<file path="src/logic/pdm_pkg.sv">
// Purpose: Shared constants and types of the power-down mode controller.
// Assumes: Register port with byte addresses on a 4-bit address and 16-bit data.
// Notes:   Pin order in the synchronised vector is fixed by the PIN_ indices.
package pdm_pkg;

  localparam int ADDR_W = 4;
  localparam int DATA_W = 16;

  localparam logic [3:0] OFF_STANDBY_CTL  = 4'h0;
  localparam logic [3:0] OFF_HALT_ONE     = 4'h4;
  localparam logic [3:0] OFF_HALT_TWO     = 4'h8;
  localparam logic [3:0] OFF_MODE_STAT    = 4'hc;

  localparam int BIT_SEL     = 7;
  localparam int BIT_FLOAT   = 6;
  localparam int BIT_IRQWAKE = 0;

  localparam logic       RSV_ZERO    = 1'b0;
  localparam logic [3:0] RSV_ONES    = 4'hf;
  localparam logic       RST_SEL     = 1'b0;
  localparam logic       RST_FLOAT   = 1'b0;
  localparam logic       RST_IRQWAKE = 1'b1;

  localparam logic [15:0] RST_HALT_ONE   = 16'h0000;
  localparam logic [15:0] RST_HALT_TWO   = 16'h0000;
  localparam logic [15:0] DEBUG_MASK_TWO = 16'h000c;

  localparam int N_IRQ  = 4;
  localparam int N_PINS = 7;
  localparam int PIN_NMI    = 0;
  localparam int PIN_IRQ0   = 1;
  localparam int PIN_COLD   = 5;
  localparam int PIN_WARM   = 6;
  localparam logic [6:0] PIN_IDLE = 7'h7f;
  localparam int PIN_HWSTBY_IDLE = 1;

  localparam logic [1:0] IRQ_SEL_LEVEL = 2'h0;
  localparam logic [1:0] IRQ_SEL_FALL  = 2'h1;
  localparam logic [1:0] IRQ_SEL_RISE  = 2'h2;
  localparam logic [1:0] IRQ_SEL_BOTH  = 2'h3;

  typedef enum logic [2:0] {
    ST_NORMAL, ST_SLEEP, ST_SW_STBY, ST_OSC_WAIT, ST_HW_STBY, ST_COLD, ST_WARM
  } pdm_state_t;

  typedef enum logic [1:0] {
    CAUSE_POR, CAUSE_MAN, CAUSE_NMI, CAUSE_IRQ
  } pdm_cause_t;

  typedef struct packed {
    logic cpu_stop;
    logic periph_stop;
    logic osc_run;
    logic wdt_clk_only;
    logic chip_clk;
    logic port_float;
    logic func_reset;
    logic cold_reset;
    logic warm_reset;
  } pdm_pwr_t;

  typedef struct packed {
    logic       start;
    pdm_cause_t cause;
  } pdm_exc_t;

endpackage : pdm_pkg

</file>
<file path="src/logic/pdm_pin_sync.sv">
// Purpose: Three-stage synchroniser with agreement filter for asynchronous pins.
// Assumes: All pins share one idle value given at reset.
// Notes:   A level change is accepted only when the second and third stages agree.
`timescale 1ns/1ps
module pdm_pin_sync #(
  parameter int         W    = 7,
  parameter logic [6:0] IDLE = 7'h7f
) (
  input  wire logic         i_clk,
  input  wire logic         i_rst_n,
  input  wire logic [W-1:0] i_pin,
  output logic      [W-1:0] o_level
);

  logic [W-1:0] s1_reg;
  logic [W-1:0] s2_reg;
  logic [W-1:0] s3_reg;
  logic [W-1:0] level_reg;

  always_ff @(posedge i_clk or negedge i_rst_n) begin
    if (!i_rst_n) begin
      s1_reg    <= IDLE[W-1:0];
      s2_reg    <= IDLE[W-1:0];
      s3_reg    <= IDLE[W-1:0];
      level_reg <= IDLE[W-1:0];
    end else begin
      s1_reg <= i_pin;
      s2_reg <= s1_reg;
      s3_reg <= s2_reg;
      for (int k = 0; k < W; k++) begin
        if (s2_reg[k] == s3_reg[k]) begin
          level_reg[k] <= s3_reg[k];
        end
      end
    end
  end

  assign o_level = level_reg;

endmodule : pdm_pin_sync

</file>
<file path="src/logic/pdm_wake_detect.sv">
// Purpose: Detects the selected NMI and IRQ edges that end software standby.
// Assumes: Inputs are already synchronised levels.
// Notes:   Low-level IRQ selection never wakes the device.
`timescale 1ns/1ps
module pdm_wake_detect
  import pdm_pkg::*;
(
  input  wire logic               i_clk,
  input  wire logic               i_rst_n,
  input  wire logic               i_arm,
  input  wire logic               i_nmi,
  input  wire logic               i_nmi_edge_select,
  input  wire logic               i_irq_enable,
  input  wire logic [N_IRQ-1:0]   i_irq,
  input  wire logic [2*N_IRQ-1:0] i_irq_edge_sel_b,
  output logic                    o_nmi_hit,
  output logic                    o_irq_hit
);

  logic             nmi_prev_reg;
  logic [N_IRQ-1:0] irq_prev_reg;
  logic [N_IRQ-1:0] irq_edge;

  function automatic logic wants_fall(input logic [1:0] sel);
    wants_fall = (sel == IRQ_SEL_FALL) || (sel == IRQ_SEL_BOTH);
  endfunction : wants_fall

  function automatic logic wants_rise(input logic [1:0] sel);
    wants_rise = (sel == IRQ_SEL_RISE);
  endfunction : wants_rise

  always_ff @(posedge i_clk or negedge i_rst_n) begin
    if (!i_rst_n) begin
      nmi_prev_reg <= 1'b1;
      irq_prev_reg <= '1;
    end else begin
      nmi_prev_reg <= i_nmi;
      irq_prev_reg <= i_irq;
    end
  end

  // Both-edge selection wakes on the falling edge only.
  for (genvar g = 0; g < N_IRQ; g++) begin : g_irq
    assign irq_edge[g] =
      (wants_fall(i_irq_edge_sel_b[2*g+:2]) && irq_prev_reg[g] && !i_irq[g]) ||
      (wants_rise(i_irq_edge_sel_b[2*g+:2]) && !irq_prev_reg[g] && i_irq[g]);
  end

  assign o_nmi_hit = i_arm && (i_nmi_edge_select ? (!nmi_prev_reg && i_nmi)
                                                 : (nmi_prev_reg && !i_nmi));
  assign o_irq_hit = i_arm && i_irq_enable && (|irq_edge);

endmodule : pdm_wake_detect

</file>
<file path="src/logic/pdm_power_down_ctl.sv">
// Purpose: Power-down mode controller: sleep, software, hardware and module standby.
// Assumes: CPU, watchdog and interrupt controller run on I_MCLK; pins are asynchronous.
// Notes:   Reset, standby and wake pins pass the three-stage synchroniser.
// Function
// Halt with select clear stops only CPU.
// Standby select bit 7 picks sleep or standby.
// Select cannot be set while watchdog runs.
// Float bit 6 floats ports in standby.
// Float cannot be set while alternate watchdog runs.
// Bit 5 reads 0, bits 4-1 read 1.
// IRQ wake control bit 0 resets to 1.
// Cold pin or watchdog power-on ends sleep.
// Warm pin or watchdog manual reset ends sleep.
// Hardware standby pin low enters hardware standby.
// Halt with select set stops everything.
// Selected NMI edge restarts oscillator, watchdog only.
// Watchdog overflow clocks chip, starts exception.
// Software sets overflow beyond oscillator settle time.
// NMI pin levels must suit the edge.
// Cold pin low in standby clocks chip.
// Enabled IRQ edge restarts oscillator, watchdog only.
// IRQ falling or both wake on falling.
// Software raises IRQ priority above mask.
// IRQ pin levels must suit the edge.
// Module halt bits stop their modules.
// Debug units ignore their halt bits.
// Hardware standby resets and stops everything.
//
// The strobed register port and the register offsets were decided locally.
`timescale 1ns/1ps
module pdm_power_down_ctl
  import pdm_pkg::*;
(
  input  wire logic               I_MCLK,
  input  wire logic               I_RST_N,
  input  wire logic [ADDR_W-1:0]  I_ADDR,
  input  wire logic [DATA_W-1:0]  I_WDATA,
  input  wire logic               I_WR,
  input  wire logic               I_RD,
  output logic      [DATA_W-1:0]  O_RDATA,
  input  wire logic               I_HALT_EXEC,
  input  wire logic               I_WATCHDOG_RUN,
  input  wire logic               I_WATCHDOG_RUN_ALT,
  input  wire logic               I_WATCHDOG_OVF,
  input  wire logic               I_WATCHDOG_POR,
  input  wire logic               I_WATCHDOG_WARM_START_PIN,
  input  wire logic               I_NMI_PIN,
  input  wire logic               I_NMI_EDGE_SELECT,
  input  wire logic [N_IRQ-1:0]   I_IRQ_PIN,
  input  wire logic [2*N_IRQ-1:0] I_IRQ_EDGE_SEL_B,
  input  wire logic               I_COLD_START_PIN_N,
  input  wire logic               I_WARM_START_PIN_N,
  input  wire logic               I_HW_STANDBY_PIN_N,
  output pdm_pwr_t                O_PWR,
  output pdm_exc_t                O_EXC,
  output logic      [31:0]        O_MODULE_HALT
);

  pdm_state_t   state_reg;
  pdm_state_t   state_next;
  pdm_cause_t   wake_cause_reg;
  pdm_pwr_t     pwr_reg;
  pdm_exc_t     exc_reg;
  logic         fire_next;
  pdm_cause_t   cause_next;
  logic         standby_select_reg;
  logic         port_float_select_reg;
  logic         irq_wake_control_reg;
  logic [15:0]  halt_one_reg;
  logic [15:0]  halt_two_reg;
  logic [15:0]  rdata_reg;
  logic [N_PINS-1:0] pin_raw;
  logic [N_PINS-1:0] pin_lvl;
  logic         hw_lvl;
  logic         cold_low;
  logic         warm_low;
  logic         hw_low;
  logic         nmi_hit;
  logic         irq_hit;
  logic         func_reset;
  logic         ctl_wr;

  assign pin_raw = {I_WARM_START_PIN_N, I_COLD_START_PIN_N, I_IRQ_PIN, I_NMI_PIN};

  pdm_pin_sync #(
    .W    (N_PINS),
    .IDLE (PIN_IDLE)
  ) u_pin_sync (
    .i_clk   (I_MCLK),
    .i_rst_n (I_RST_N),
    .i_pin   (pin_raw),
    .o_level (pin_lvl)
  );

  pdm_pin_sync #(
    .W    (1),
    .IDLE (7'h01)
  ) u_hw_sync (
    .i_clk   (I_MCLK),
    .i_rst_n (I_RST_N),
    .i_pin   (I_HW_STANDBY_PIN_N),
    .o_level (hw_lvl)
  );

  assign cold_low = !pin_lvl[PIN_COLD];
  assign warm_low = !pin_lvl[PIN_WARM];
  assign hw_low   = !hw_lvl;

  // Wake enable follows the bit table: a cleared control bit lets IRQ edges wake.
  pdm_wake_detect u_wake (
    .i_clk             (I_MCLK),
    .i_rst_n           (I_RST_N),
    .i_arm             (state_reg == ST_SW_STBY),
    .i_nmi             (pin_lvl[PIN_NMI]),
    .i_nmi_edge_select (I_NMI_EDGE_SELECT),
    .i_irq_enable      (!irq_wake_control_reg),
    .i_irq             (pin_lvl[PIN_IRQ0+:N_IRQ]),
    .i_irq_edge_sel_b  (I_IRQ_EDGE_SEL_B),
    .o_nmi_hit         (nmi_hit),
    .o_irq_hit         (irq_hit)
  );

  function automatic pdm_pwr_t decode_pwr(input pdm_state_t st, input logic flt);
    pdm_pwr_t p;
    p = '0;
    case (st)
      ST_NORMAL: begin
        p.chip_clk = 1'b1;
        p.osc_run  = 1'b1;
      end
      ST_SLEEP: begin
        p.cpu_stop = 1'b1;
        p.chip_clk = 1'b1;
        p.osc_run  = 1'b1;
      end
      ST_SW_STBY: begin
        p.cpu_stop    = 1'b1;
        p.periph_stop = 1'b1;
        p.port_float  = flt;
      end
      ST_OSC_WAIT: begin
        p.cpu_stop     = 1'b1;
        p.periph_stop  = 1'b1;
        p.osc_run      = 1'b1;
        p.wdt_clk_only = 1'b1;
        p.port_float   = flt;
      end
      ST_HW_STBY: begin
        p.cpu_stop    = 1'b1;
        p.periph_stop = 1'b1;
        p.func_reset  = 1'b1;
      end
      ST_COLD: begin
        p.osc_run    = 1'b1;
        p.chip_clk   = 1'b1;
        p.func_reset = 1'b1;
        p.cold_reset = 1'b1;
      end
      ST_WARM: begin
        p.osc_run    = 1'b1;
        p.chip_clk   = 1'b1;
        p.warm_reset = 1'b1;
      end
      default: begin
        p.func_reset = 1'b1;
      end
    endcase
    decode_pwr = p;
  endfunction : decode_pwr

  always_comb begin
    state_next = state_reg;
    fire_next  = 1'b0;
    cause_next = CAUSE_POR;
    if (hw_low) begin
      state_next = ST_HW_STBY;
    end else if (state_reg == ST_HW_STBY) begin
      state_next = ST_COLD;
    end else if (cold_low || I_WATCHDOG_POR) begin
      state_next = ST_COLD;
    end else if (state_reg == ST_COLD) begin
      state_next = ST_NORMAL;
      fire_next  = 1'b1;
      cause_next = CAUSE_POR;
    end else if (warm_low || I_WATCHDOG_WARM_START_PIN) begin
      state_next = ST_WARM;
    end else begin
      case (state_reg)
        ST_NORMAL: begin
          if (I_HALT_EXEC) begin
            state_next = standby_select_reg ? ST_SW_STBY : ST_SLEEP;
          end
        end
        ST_SW_STBY: begin
          if (nmi_hit || irq_hit) begin
            state_next = ST_OSC_WAIT;
          end
        end
        ST_OSC_WAIT: begin
          if (I_WATCHDOG_OVF) begin
            state_next = ST_NORMAL;
            fire_next  = 1'b1;
            cause_next = wake_cause_reg;
          end
        end
        ST_WARM: begin
          state_next = ST_NORMAL;
          fire_next  = 1'b1;
          cause_next = CAUSE_MAN;
        end
        default: begin
          state_next = state_reg;
        end
      endcase
    end
  end

  always_ff @(posedge I_MCLK or negedge I_RST_N) begin
    if (!I_RST_N) begin
      state_reg <= ST_COLD;
    end else begin
      state_reg <= state_next;
    end
  end

  always_ff @(posedge I_MCLK or negedge I_RST_N) begin
    if (!I_RST_N) begin
      wake_cause_reg <= CAUSE_NMI;
    end else if (state_reg == ST_SW_STBY && (nmi_hit || irq_hit)) begin
      wake_cause_reg <= nmi_hit ? CAUSE_NMI : CAUSE_IRQ;
    end
  end

  always_ff @(posedge I_MCLK or negedge I_RST_N) begin
    if (!I_RST_N) begin
      pwr_reg <= '{osc_run: 1'b1, chip_clk: 1'b1, func_reset: 1'b1, cold_reset: 1'b1,
                   default: 1'b0};
      exc_reg <= '{start: 1'b0, cause: CAUSE_POR};
    end else begin
      pwr_reg <= decode_pwr(state_next, port_float_select_reg);
      exc_reg <= '{start: fire_next, cause: cause_next};
    end
  end

  assign func_reset = (state_reg == ST_HW_STBY) || (state_reg == ST_COLD);
  assign ctl_wr     = I_WR && (I_ADDR == OFF_STANDBY_CTL);

  // A set attempt while the watchdog runs leaves the bit as it was.
  always_ff @(posedge I_MCLK or negedge I_RST_N) begin
    if (!I_RST_N) begin
      standby_select_reg    <= RST_SEL;
      port_float_select_reg <= RST_FLOAT;
      irq_wake_control_reg  <= RST_IRQWAKE;
    end else if (func_reset) begin
      standby_select_reg    <= RST_SEL;
      port_float_select_reg <= RST_FLOAT;
      irq_wake_control_reg  <= RST_IRQWAKE;
    end else if (ctl_wr) begin
      if (!(I_WDATA[BIT_SEL] && I_WATCHDOG_RUN)) begin
        standby_select_reg <= I_WDATA[BIT_SEL];
      end
      if (!(I_WDATA[BIT_FLOAT] && I_WATCHDOG_RUN_ALT)) begin
        port_float_select_reg <= I_WDATA[BIT_FLOAT];
      end
      irq_wake_control_reg <= I_WDATA[BIT_IRQWAKE];
    end
  end

  always_ff @(posedge I_MCLK or negedge I_RST_N) begin
    if (!I_RST_N) begin
      halt_one_reg <= RST_HALT_ONE;
      halt_two_reg <= RST_HALT_TWO;
    end else if (func_reset) begin
      halt_one_reg <= RST_HALT_ONE;
      halt_two_reg <= RST_HALT_TWO;
    end else if (I_WR && I_ADDR == OFF_HALT_ONE) begin
      halt_one_reg <= I_WDATA;
    end else if (I_WR && I_ADDR == OFF_HALT_TWO) begin
      halt_two_reg <= I_WDATA;
    end
  end

  // Debug units keep running; their bits only store the written value.
  assign O_MODULE_HALT = {halt_two_reg & ~DEBUG_MASK_TWO, halt_one_reg};

  always_ff @(posedge I_MCLK or negedge I_RST_N) begin
    if (!I_RST_N) begin
      rdata_reg <= '0;
    end else if (I_RD) begin
      case (I_ADDR)
        OFF_STANDBY_CTL: rdata_reg <= {8'h00, standby_select_reg, port_float_select_reg,
                                       RSV_ZERO, RSV_ONES, irq_wake_control_reg};
        OFF_HALT_ONE:    rdata_reg <= halt_one_reg;
        OFF_HALT_TWO:    rdata_reg <= halt_two_reg;
        OFF_MODE_STAT:   rdata_reg <= {13'h0000, state_reg};
        default:         rdata_reg <= '0;
      endcase
    end else begin
      rdata_reg <= '0;
    end
  end

  assign O_RDATA = rdata_reg;
  assign O_PWR   = pwr_reg;
  assign O_EXC   = exc_reg;

  logic quiet;
  assign quiet = !hw_low && !cold_low && !warm_low && !I_WATCHDOG_POR && !I_WATCHDOG_WARM_START_PIN;
endmodule : pdm_power_down_ctl

</file>
<file path="config.mk">
export PLATFORM = sky130hd
export DESIGN_NAME = pdm_power_down_ctl
export DESIGN_NICKNAME = d
export VERILOG_FILES = /design/src/logic/pdm_pkg.sv /design/src/logic/pdm_pin_sync.sv /design/src/logic/pdm_wake_detect.sv /design/src/logic/pdm_power_down_ctl.sv
export SDC_FILE = /design/constraint.sdc
export NUM_CORES = 1
export LEC_CHECK = 0
export BUFFER_PORTS_ARGS = -buffer_cell sky130_fd_sc_hd__buf_2
export CAP_MARGIN = 20
export CORE_MARGIN = 2
export CORE_UTILIZATION = 47
export DETAILED_ROUTE_END_ITERATION = 10
export GPL_ROUTABILITY_DRIVEN = 0
export MAX_ROUTING_LAYER = met4
export PLACE_DENSITY = 0.77
export SYNTH_ARGS = -nofsm -noshare
export SYNTH_HDL_FRONTEND = slang
export SYNTH_HIERARCHICAL = 1
export SYNTH_SLANG_ARGS = --single-unit
</file>
<file path="constraint.sdc">
create_clock -name I_MCLK -period 2.2 [get_ports I_MCLK]
set_clock_uncertainty 0.05 [all_clocks]
set_input_delay 0.22 -clock I_MCLK [delete_from_list [all_inputs] [get_ports I_MCLK]]
set_output_delay 0.22 -clock I_MCLK [all_outputs]
set_load 0.01 [all_outputs]
</file>
## After elaboration in Yosys (flattened, before gate mapping)

Index checks and enable logic that the tools add are counted.

- Equality and inequality tests: 37
- Multiplexer cells: 50
- Reductions and logical operators: 68

Operator list:

| kind | count |
|---|---|
| $mux W16 | 6 |
| $pmux W16 S4 | 1 |
| $logic_and A1 B1 Y1 | 27 |
| $mux W1 | 25 |
| $mux W3 | 8 |
| $eq A3 B3 Y1 const B | 6 |
| $eq A2 B2 Y1 const B | 8 |
| $mux W2 | 7 |
| $logic_not A1 Y1 | 13 |
| $eq A3 B2 Y1 const B | 4 |
| $logic_or A1 B1 Y1 | 12 |
| $pmux W3 S4 | 1 |
| $reduce_or A4 Y1 | 3 |
| $reduce_or A5 Y1 | 2 |
| $eq A1 B1 Y1 | 8 |
| $eq A2 B1 Y1 const B | 4 |
| $eq A4 B4 Y1 const B | 2 |
| $logic_not A3 Y1 | 2 |
| $ne A2 B2 Y1 const B | 3 |
| $reduce_and A2 Y1 | 3 |
| $reduce_bool A2 Y1 | 3 |
| $eq A4 B3 Y1 const B | 1 |
| $logic_not A4 Y1 | 1 |
| $pmux W2 S2 | 1 |
| 4 further kinds | 4 |

- Flip-flop bits (word level): 105
- Logic and storage cells: 190
- Output and inout bits: 60

## Longest topological paths before layout

- Depth in word-level cells: 18
- Gate-level depth with buffers: 10
- Gate-level depth less buffers: 9

## By module

The synthesis kept the hierarchy.

By module, submodules not included:

| module | area each (µm²) | instances | cells an instance |
|---|---|---|---|
| pdm_power_down_ctl | 3,056.7 | 1 | 322 |
| pdm_pin_sync at u_pin_sync | 814.5 | 1 | 35 |
| pdm_wake_detect | 241.5 | 1 | 23 |
| pdm_pin_sync at u_hw_sync | 116.4 | 1 | 5 |

## Least setup slack after synthesis

OpenSTA, ideal clock, no wires.

- Path kind: reg-to-reg
- Start: reg state_reg[1]
- End: reg pwr_reg, in the netlist O_PWR[0]
- Required time: 2.030 ns
- Stages on the path, launching flop included: 11
- Path slack: 0.019 ns
- Library setup time: 0.120 ns
- Period minus slack after synthesis: 2.181 ns
- Arrival: 2.011 ns
- Cells stage by stage: dfrtp_1 > buf_4 > inv_1 > nor3_1 > nand2_1 > a41oi_1 > o21bai_1 > a211o_1 > a31oi_2 > nand2_2 > and3_1

- Longest elaborated chain between the ends: 13

Ends and longest elaborated chain:

| item | line | text |
|---|---|---|
| start: declaration | pdm_power_down_ctl.sv:59 | `pdm_state_t state_reg;` |
| start signal: assignment | pdm_power_down_ctl.sv:222 | `state_reg <= state_next;` |
| $eq A3 B2 Y1 | pdm_power_down_ctl.sv:113 | `.i_arm (state_reg == ST_SW_STBY),` |
| $logic_and A1 B1 Y1 (2 in series) | pdm_wake_detect.sv:51 | `assign o_irq_hit = i_arm && i_irq_enable && (\|irq_edge);` |
| named net irq_hit | pdm_power_down_ctl.sv:79 | `logic irq_hit;` |
| $logic_or A1 B1 Y1 | pdm_power_down_ctl.sv:195 | `if (nmi_hit \|\| irq_hit) begin` |
| $mux W3 | pdm_power_down_ctl.sv:195 |  |
| $pmux W3 S4 | pdm_power_down_ctl.sv:188 | `case (state_reg)` |
| $mux W3 | pdm_power_down_ctl.sv:185 | `end else if (warm_low \|\| I_WATCHDOG_WARM_START_PIN) begin` |
| $mux W3 | pdm_power_down_ctl.sv:181 | `end else if (state_reg == ST_COLD) begin` |
| $mux W3 | pdm_power_down_ctl.sv:179 | `end else if (cold_low \|\| I_WATCHDOG_POR) begin` |
| $mux W3 | pdm_power_down_ctl.sv:177 | `end else if (state_reg == ST_HW_STBY) begin` |
| $mux W3 | pdm_power_down_ctl.sv:175 | `if (hw_low) begin` |
| $eq A3 B3 Y1 | pdm_power_down_ctl.sv:126 | `case (st)` |
| $mux W1 | pdm_power_down_ctl.sv:126 |  |
| end signal: assignment | pdm_power_down_ctl.sv:236 | `pwr_reg <= '{osc_run: 1'b1, chip_clk: 1'b1, func_reset: 1'b1, cold_reset: 1'b1,` |
| end signal: assignment | pdm_power_down_ctl.sv:240 | `pwr_reg <= decode_pwr(state_next, port_float_select_reg);` |
| end: declaration | pdm_power_down_ctl.sv:62 | `pdm_pwr_t pwr_reg;` |

The timed path passes the listed nets, and every way through them passes these cells.
A chain may end at the register's enable or synchronous reset.

## Final worst setup path

- Start: reg u_pin_sync.level_reg[4], in the netlist u_pin_sync/o_level[4]
- End: reg pwr_reg, in the netlist O_PWR[6]

- Longest elaborated chain between the ends: 16

Ends and longest elaborated chain:

| item | line | text |
|---|---|---|
| start: declaration | pdm_pin_sync.sv:18 | `logic [W-1:0] level_reg;` |
| start signal: assignment | pdm_pin_sync.sv:25 | `level_reg <= IDLE[W-1:0];` |
| start signal: indexed assignment | pdm_pin_sync.sv:32 | `level_reg[k] <= s3_reg[k];` |
| $logic_not A1 Y1 | pdm_wake_detect.sv:45 | `(wants_fall(i_irq_edge_sel_b[2*g+:2]) && irq_prev_reg[g] && !i_irq[g]) \|\|` |
| $logic_and A1 B1 Y1 | pdm_wake_detect.sv:45 |  |
| $logic_or A1 B1 Y1 * | pdm_wake_detect.sv:45 |  |
| $reduce_or A4 Y1 * | pdm_wake_detect.sv:51 |  |
| $logic_and A1 B1 Y1 * | pdm_wake_detect.sv:51 |  |
| named net irq_hit | pdm_power_down_ctl.sv:79 |  |
| $logic_or A1 B1 Y1 * | pdm_power_down_ctl.sv:195 |  |
| $mux W3 * | pdm_power_down_ctl.sv:195 |  |
| $pmux W3 S4 * | pdm_power_down_ctl.sv:188 |  |
| $mux W3 * | pdm_power_down_ctl.sv:185 |  |
| $mux W3 * | pdm_power_down_ctl.sv:181 |  |
| $mux W3 * | pdm_power_down_ctl.sv:179 |  |
| $mux W3 * | pdm_power_down_ctl.sv:177 |  |
| $mux W3 * | pdm_power_down_ctl.sv:175 |  |
| $eq A3 B3 Y1 (tied with other cells) | pdm_power_down_ctl.sv:126 |  |
| $reduce_or A5 Y1 (no source line) * | n/a |  |
| $mux W1 * | pdm_power_down_ctl.sv:126 |  |

The timed path passes the listed nets; every way through them passes the cells marked *.

==> summary.md <==
| Metric | Value |
|---|---|
| Status | finished, final reports clean |
| Final period util | 92.7% |
| First-pass GRT wire length | 15.6 mm |
| Seq cells post-synth | between 100 and 150 |
| Final ANT Viol Nets | 0 |
| Final non-filler cell total | 603 |
| R2R setup slack | 0.16 ns |
| Ys async rst share | 100% |
| Kind of critical path | register to register |
| Hold Path Depth | 3 |
| Metal-1 WL | 4.34 mm |
| I/O pins | roughly 110 |
| Routed WL per cell | 15.7 um |
| Nets | 537 |
| Pre-CTS setup slack | -0.0191 ns |
| RSZ-0062 raised after global routing | no |
| Post-synth top area share | 35.5% |
| Finished Core Util | about 59% |
| Sinks on the clock net | 104 |
| Port Buffers | 104 |
| Placed cells | 577 |
| Post-Syn Area | 4230 um^2 |
| Initial antenna violation count | 0 |
| Detailed-route DRC error count | 0 |
| Max layer used | met4 |
| Met3 Wirelength | 506 um |
| Tot Pwr | between 3 and 4 mW |
| DIE AREA | 9770 um^2 |
| Row cnt | 34 |
| Leakage power | around 2.4 nW |
| Hold WS | around 0.035 ns |
| Main flop type after synthesis | dfrtp_1 |
| Post-DR vias/cell | between 5 and 6 |
| RR Endpoint | O_PWR[6] |
| Synth warn | 6 |
| EDFF count, synth | 0 |
| Root Driver | clkbuf_8 |
| Final hold vios | 0 |
| Sequential-to-total area share from yosys stat | between 60% and 70% |
| Reg2reg start | u_pin_sync/o_level[4] |
| Most frequent cells in the layout | 103 x buf_2, 75 x nand2_1, 60 x dfrtp_1 |
| Hold Path Sink | halt_one_reg[8] |
| TritonRoute pass-1 iters | 4 |
| Worst-Margin Slew | roughly 0.64 ns |
| Syn Area/Cell | about 11 um^2 |
| Worst-path clk slew | about 0.11 ns |
| CORE AREA | 8720 um^2 |
| Met2 WL | between 4 and 5 mm |
| Critical-path maximum fanout | 4 |
| DRT Wirelength | 9.44 mm |
| Fin. max-slew vios | 0 |
| DIE HEIGHT | 98.9 um |
| Fmax | about 490 MHz |
| DR iter-0 viols | 190 |
| CTS Buf Count | 9 |
| Crit path DAT | 2.29 ns |
| Rel. slew slack | 57.5% |
| Worst setup slack after layout | 0.160 ns |
| Commonest non-fill, non-tap cell in the layout | buf_2 |
| # setup viols final | 0 |
| Register-to-Register Path Depth | 8 |
| Yosys cell types | 48 |
| Starting Density | 48.5% |
| Placed wire-length estimate | 6.56 mm |
| CTS tree | yes |
| Power per Cell Area | 711 nW/um^2 |
| # fillers | around 700 |
| Yosys top cell by area | dfrtp_1 |
| Crit path required time | between 2 and 2.5 ns |
| Max-Cap Viols | 0 |
| Largest net degree at the start of global routing | between 40 and 50 |
| Clock latency on the worst-skew pair | 0.36 ns |
| Syn Inst Count | 385 |
| Worst Hold Launch | I_WDATA[8] |
| Crit end category | register |
| Synth-to-Final Area Change | 21.7% |
| GRT overflow | 0 |
| H-tree depth | 3 |
| Die Width | 98.9 um |
| Worst setup SP type | register |
| Via count | ~3100 |
| Diodes inserted | 0 |
| Min-delay worst type | input port to register |
| Vias in the first global route | 3123 |
| Worst ir drop on vdd | 0.502 mV |
| Synth area leaders | dfrtp_1 36%, dfstp_2 27%, nand2_1 6.7% |
| Max Buffers Root-to-Sink | 2 |
| Layout cells sized above 1 | 40.2% |
| Gr usage total | between 20% and 30% |
| Fin crit period | 2.04 ns |
metrics by stage:
stage	area [um^2]	setup TNS, ns
after floorplan	4230	0
after global placement	4770	0
after detailed placement	4770	-0.0191
after CTS	5110	0
after global routing	5150	0
final	5150	0
kinds of logic (layout without fill, tap and decap cells):
| kind of cell | after synthesis | after routing | synth area share [%] |
|---|---|---|---|
| DFF | 104 | 104 | 62.8 |
| other | 1 | 2 | 0.0887 |
| muxes | 6 | 6 | 1.72 |
| buffers and inverters | 43 | 152 | 6.15 |
| and+or+nand+nor | 145 | 145 | 16.0 |
| AOI/OAI and AO/OA | 78 | 78 | 11.1 |
| adders and majority gates | 8 | 8 | 2.13 |
power by group:
group          internal (mW)  switching (mW)
Combinational          0.123           0.174
Sequential              2.02          0.0397
Clock                  0.589           0.713
repair_timing:
action / CTS / global route
gates resized for setup: 2 / 5
hold buffers: 9 / 0
setup endpoints to repair: 2 / 8
pin swaps: 0 / 4
endpoints found under the hold margin: 20 / 0
setup buffers: 0 / 1
routing by layer:
layer | vias to the layer above | track usage, %
met3 | 18 | 4.18
li1 | 1487 | -
met1 | 1526 | 30.0
met2 | 96 | 29.4
met4 | 0 | 8.43
met5 | - | -
cell usage after synthesis (2+ instances only):
cell type  count
mux2i_1        5
nand2_1       75
clkbuf_1       4
buf_4         20
and2_1         3
buf_6          2
o21ai_0        4
a31oi_1        4
nand3b_1       3
nor2b_1        3
or2b_1         2
nand2b_1       4
o221a_2        2
maj3_2         8
buf_2          6
a211oi_1       3
nand3_1        2
nor2_1        32
inv_1         10
a21oi_1       47
a22oi_1        9
nand2_2        2
nor3_1         2
and3b_1        5
dfrtp_1       60
dfstp_2       44
and3_1         3
layout make-up:
cell class	count	area, um^2	area share (%)
repair buffers	126	723	14.1
inverters	10	37.5	0.729
flip-flops and latches	104	2660	51.6
multi-input cells	239	1360	26.3
clock buffers	11	174	3.38
clock inverters	5	63.8	1.24
well taps	108	135	2.63
worst max-delay path by stage:
stage / cells after the start / endpoint / startpoint
2_1_floorplan: 10 / O_PWR[0] / state_reg[1]
3_5_place_dp: 9 / O_PWR[0] / state_reg[1]
6_report: 8 / O_PWR[6] / u_pin_sync/o_level[4]
4_1_cts: 8 / O_PWR[0] / u_wake/irq_prev_reg[3]
5_1_grt: 8 / O_PWR[6] / u_pin_sync/o_level[2]
3_3_place_gp: 9 / O_PWR[0] / state_reg[1]
critical path, cell delays in order (launching register included):
cell	delay, ns
dfstp_2	0.58
and3b_1	0.20
a31oi_2	0.19
a41oi_2	0.13
o21bai_1	0.20
a211o_1	0.19
a31oi_4	0.11
and4_1	0.21
a21oi_1	0.11
(Power assumes the default switching activity.)
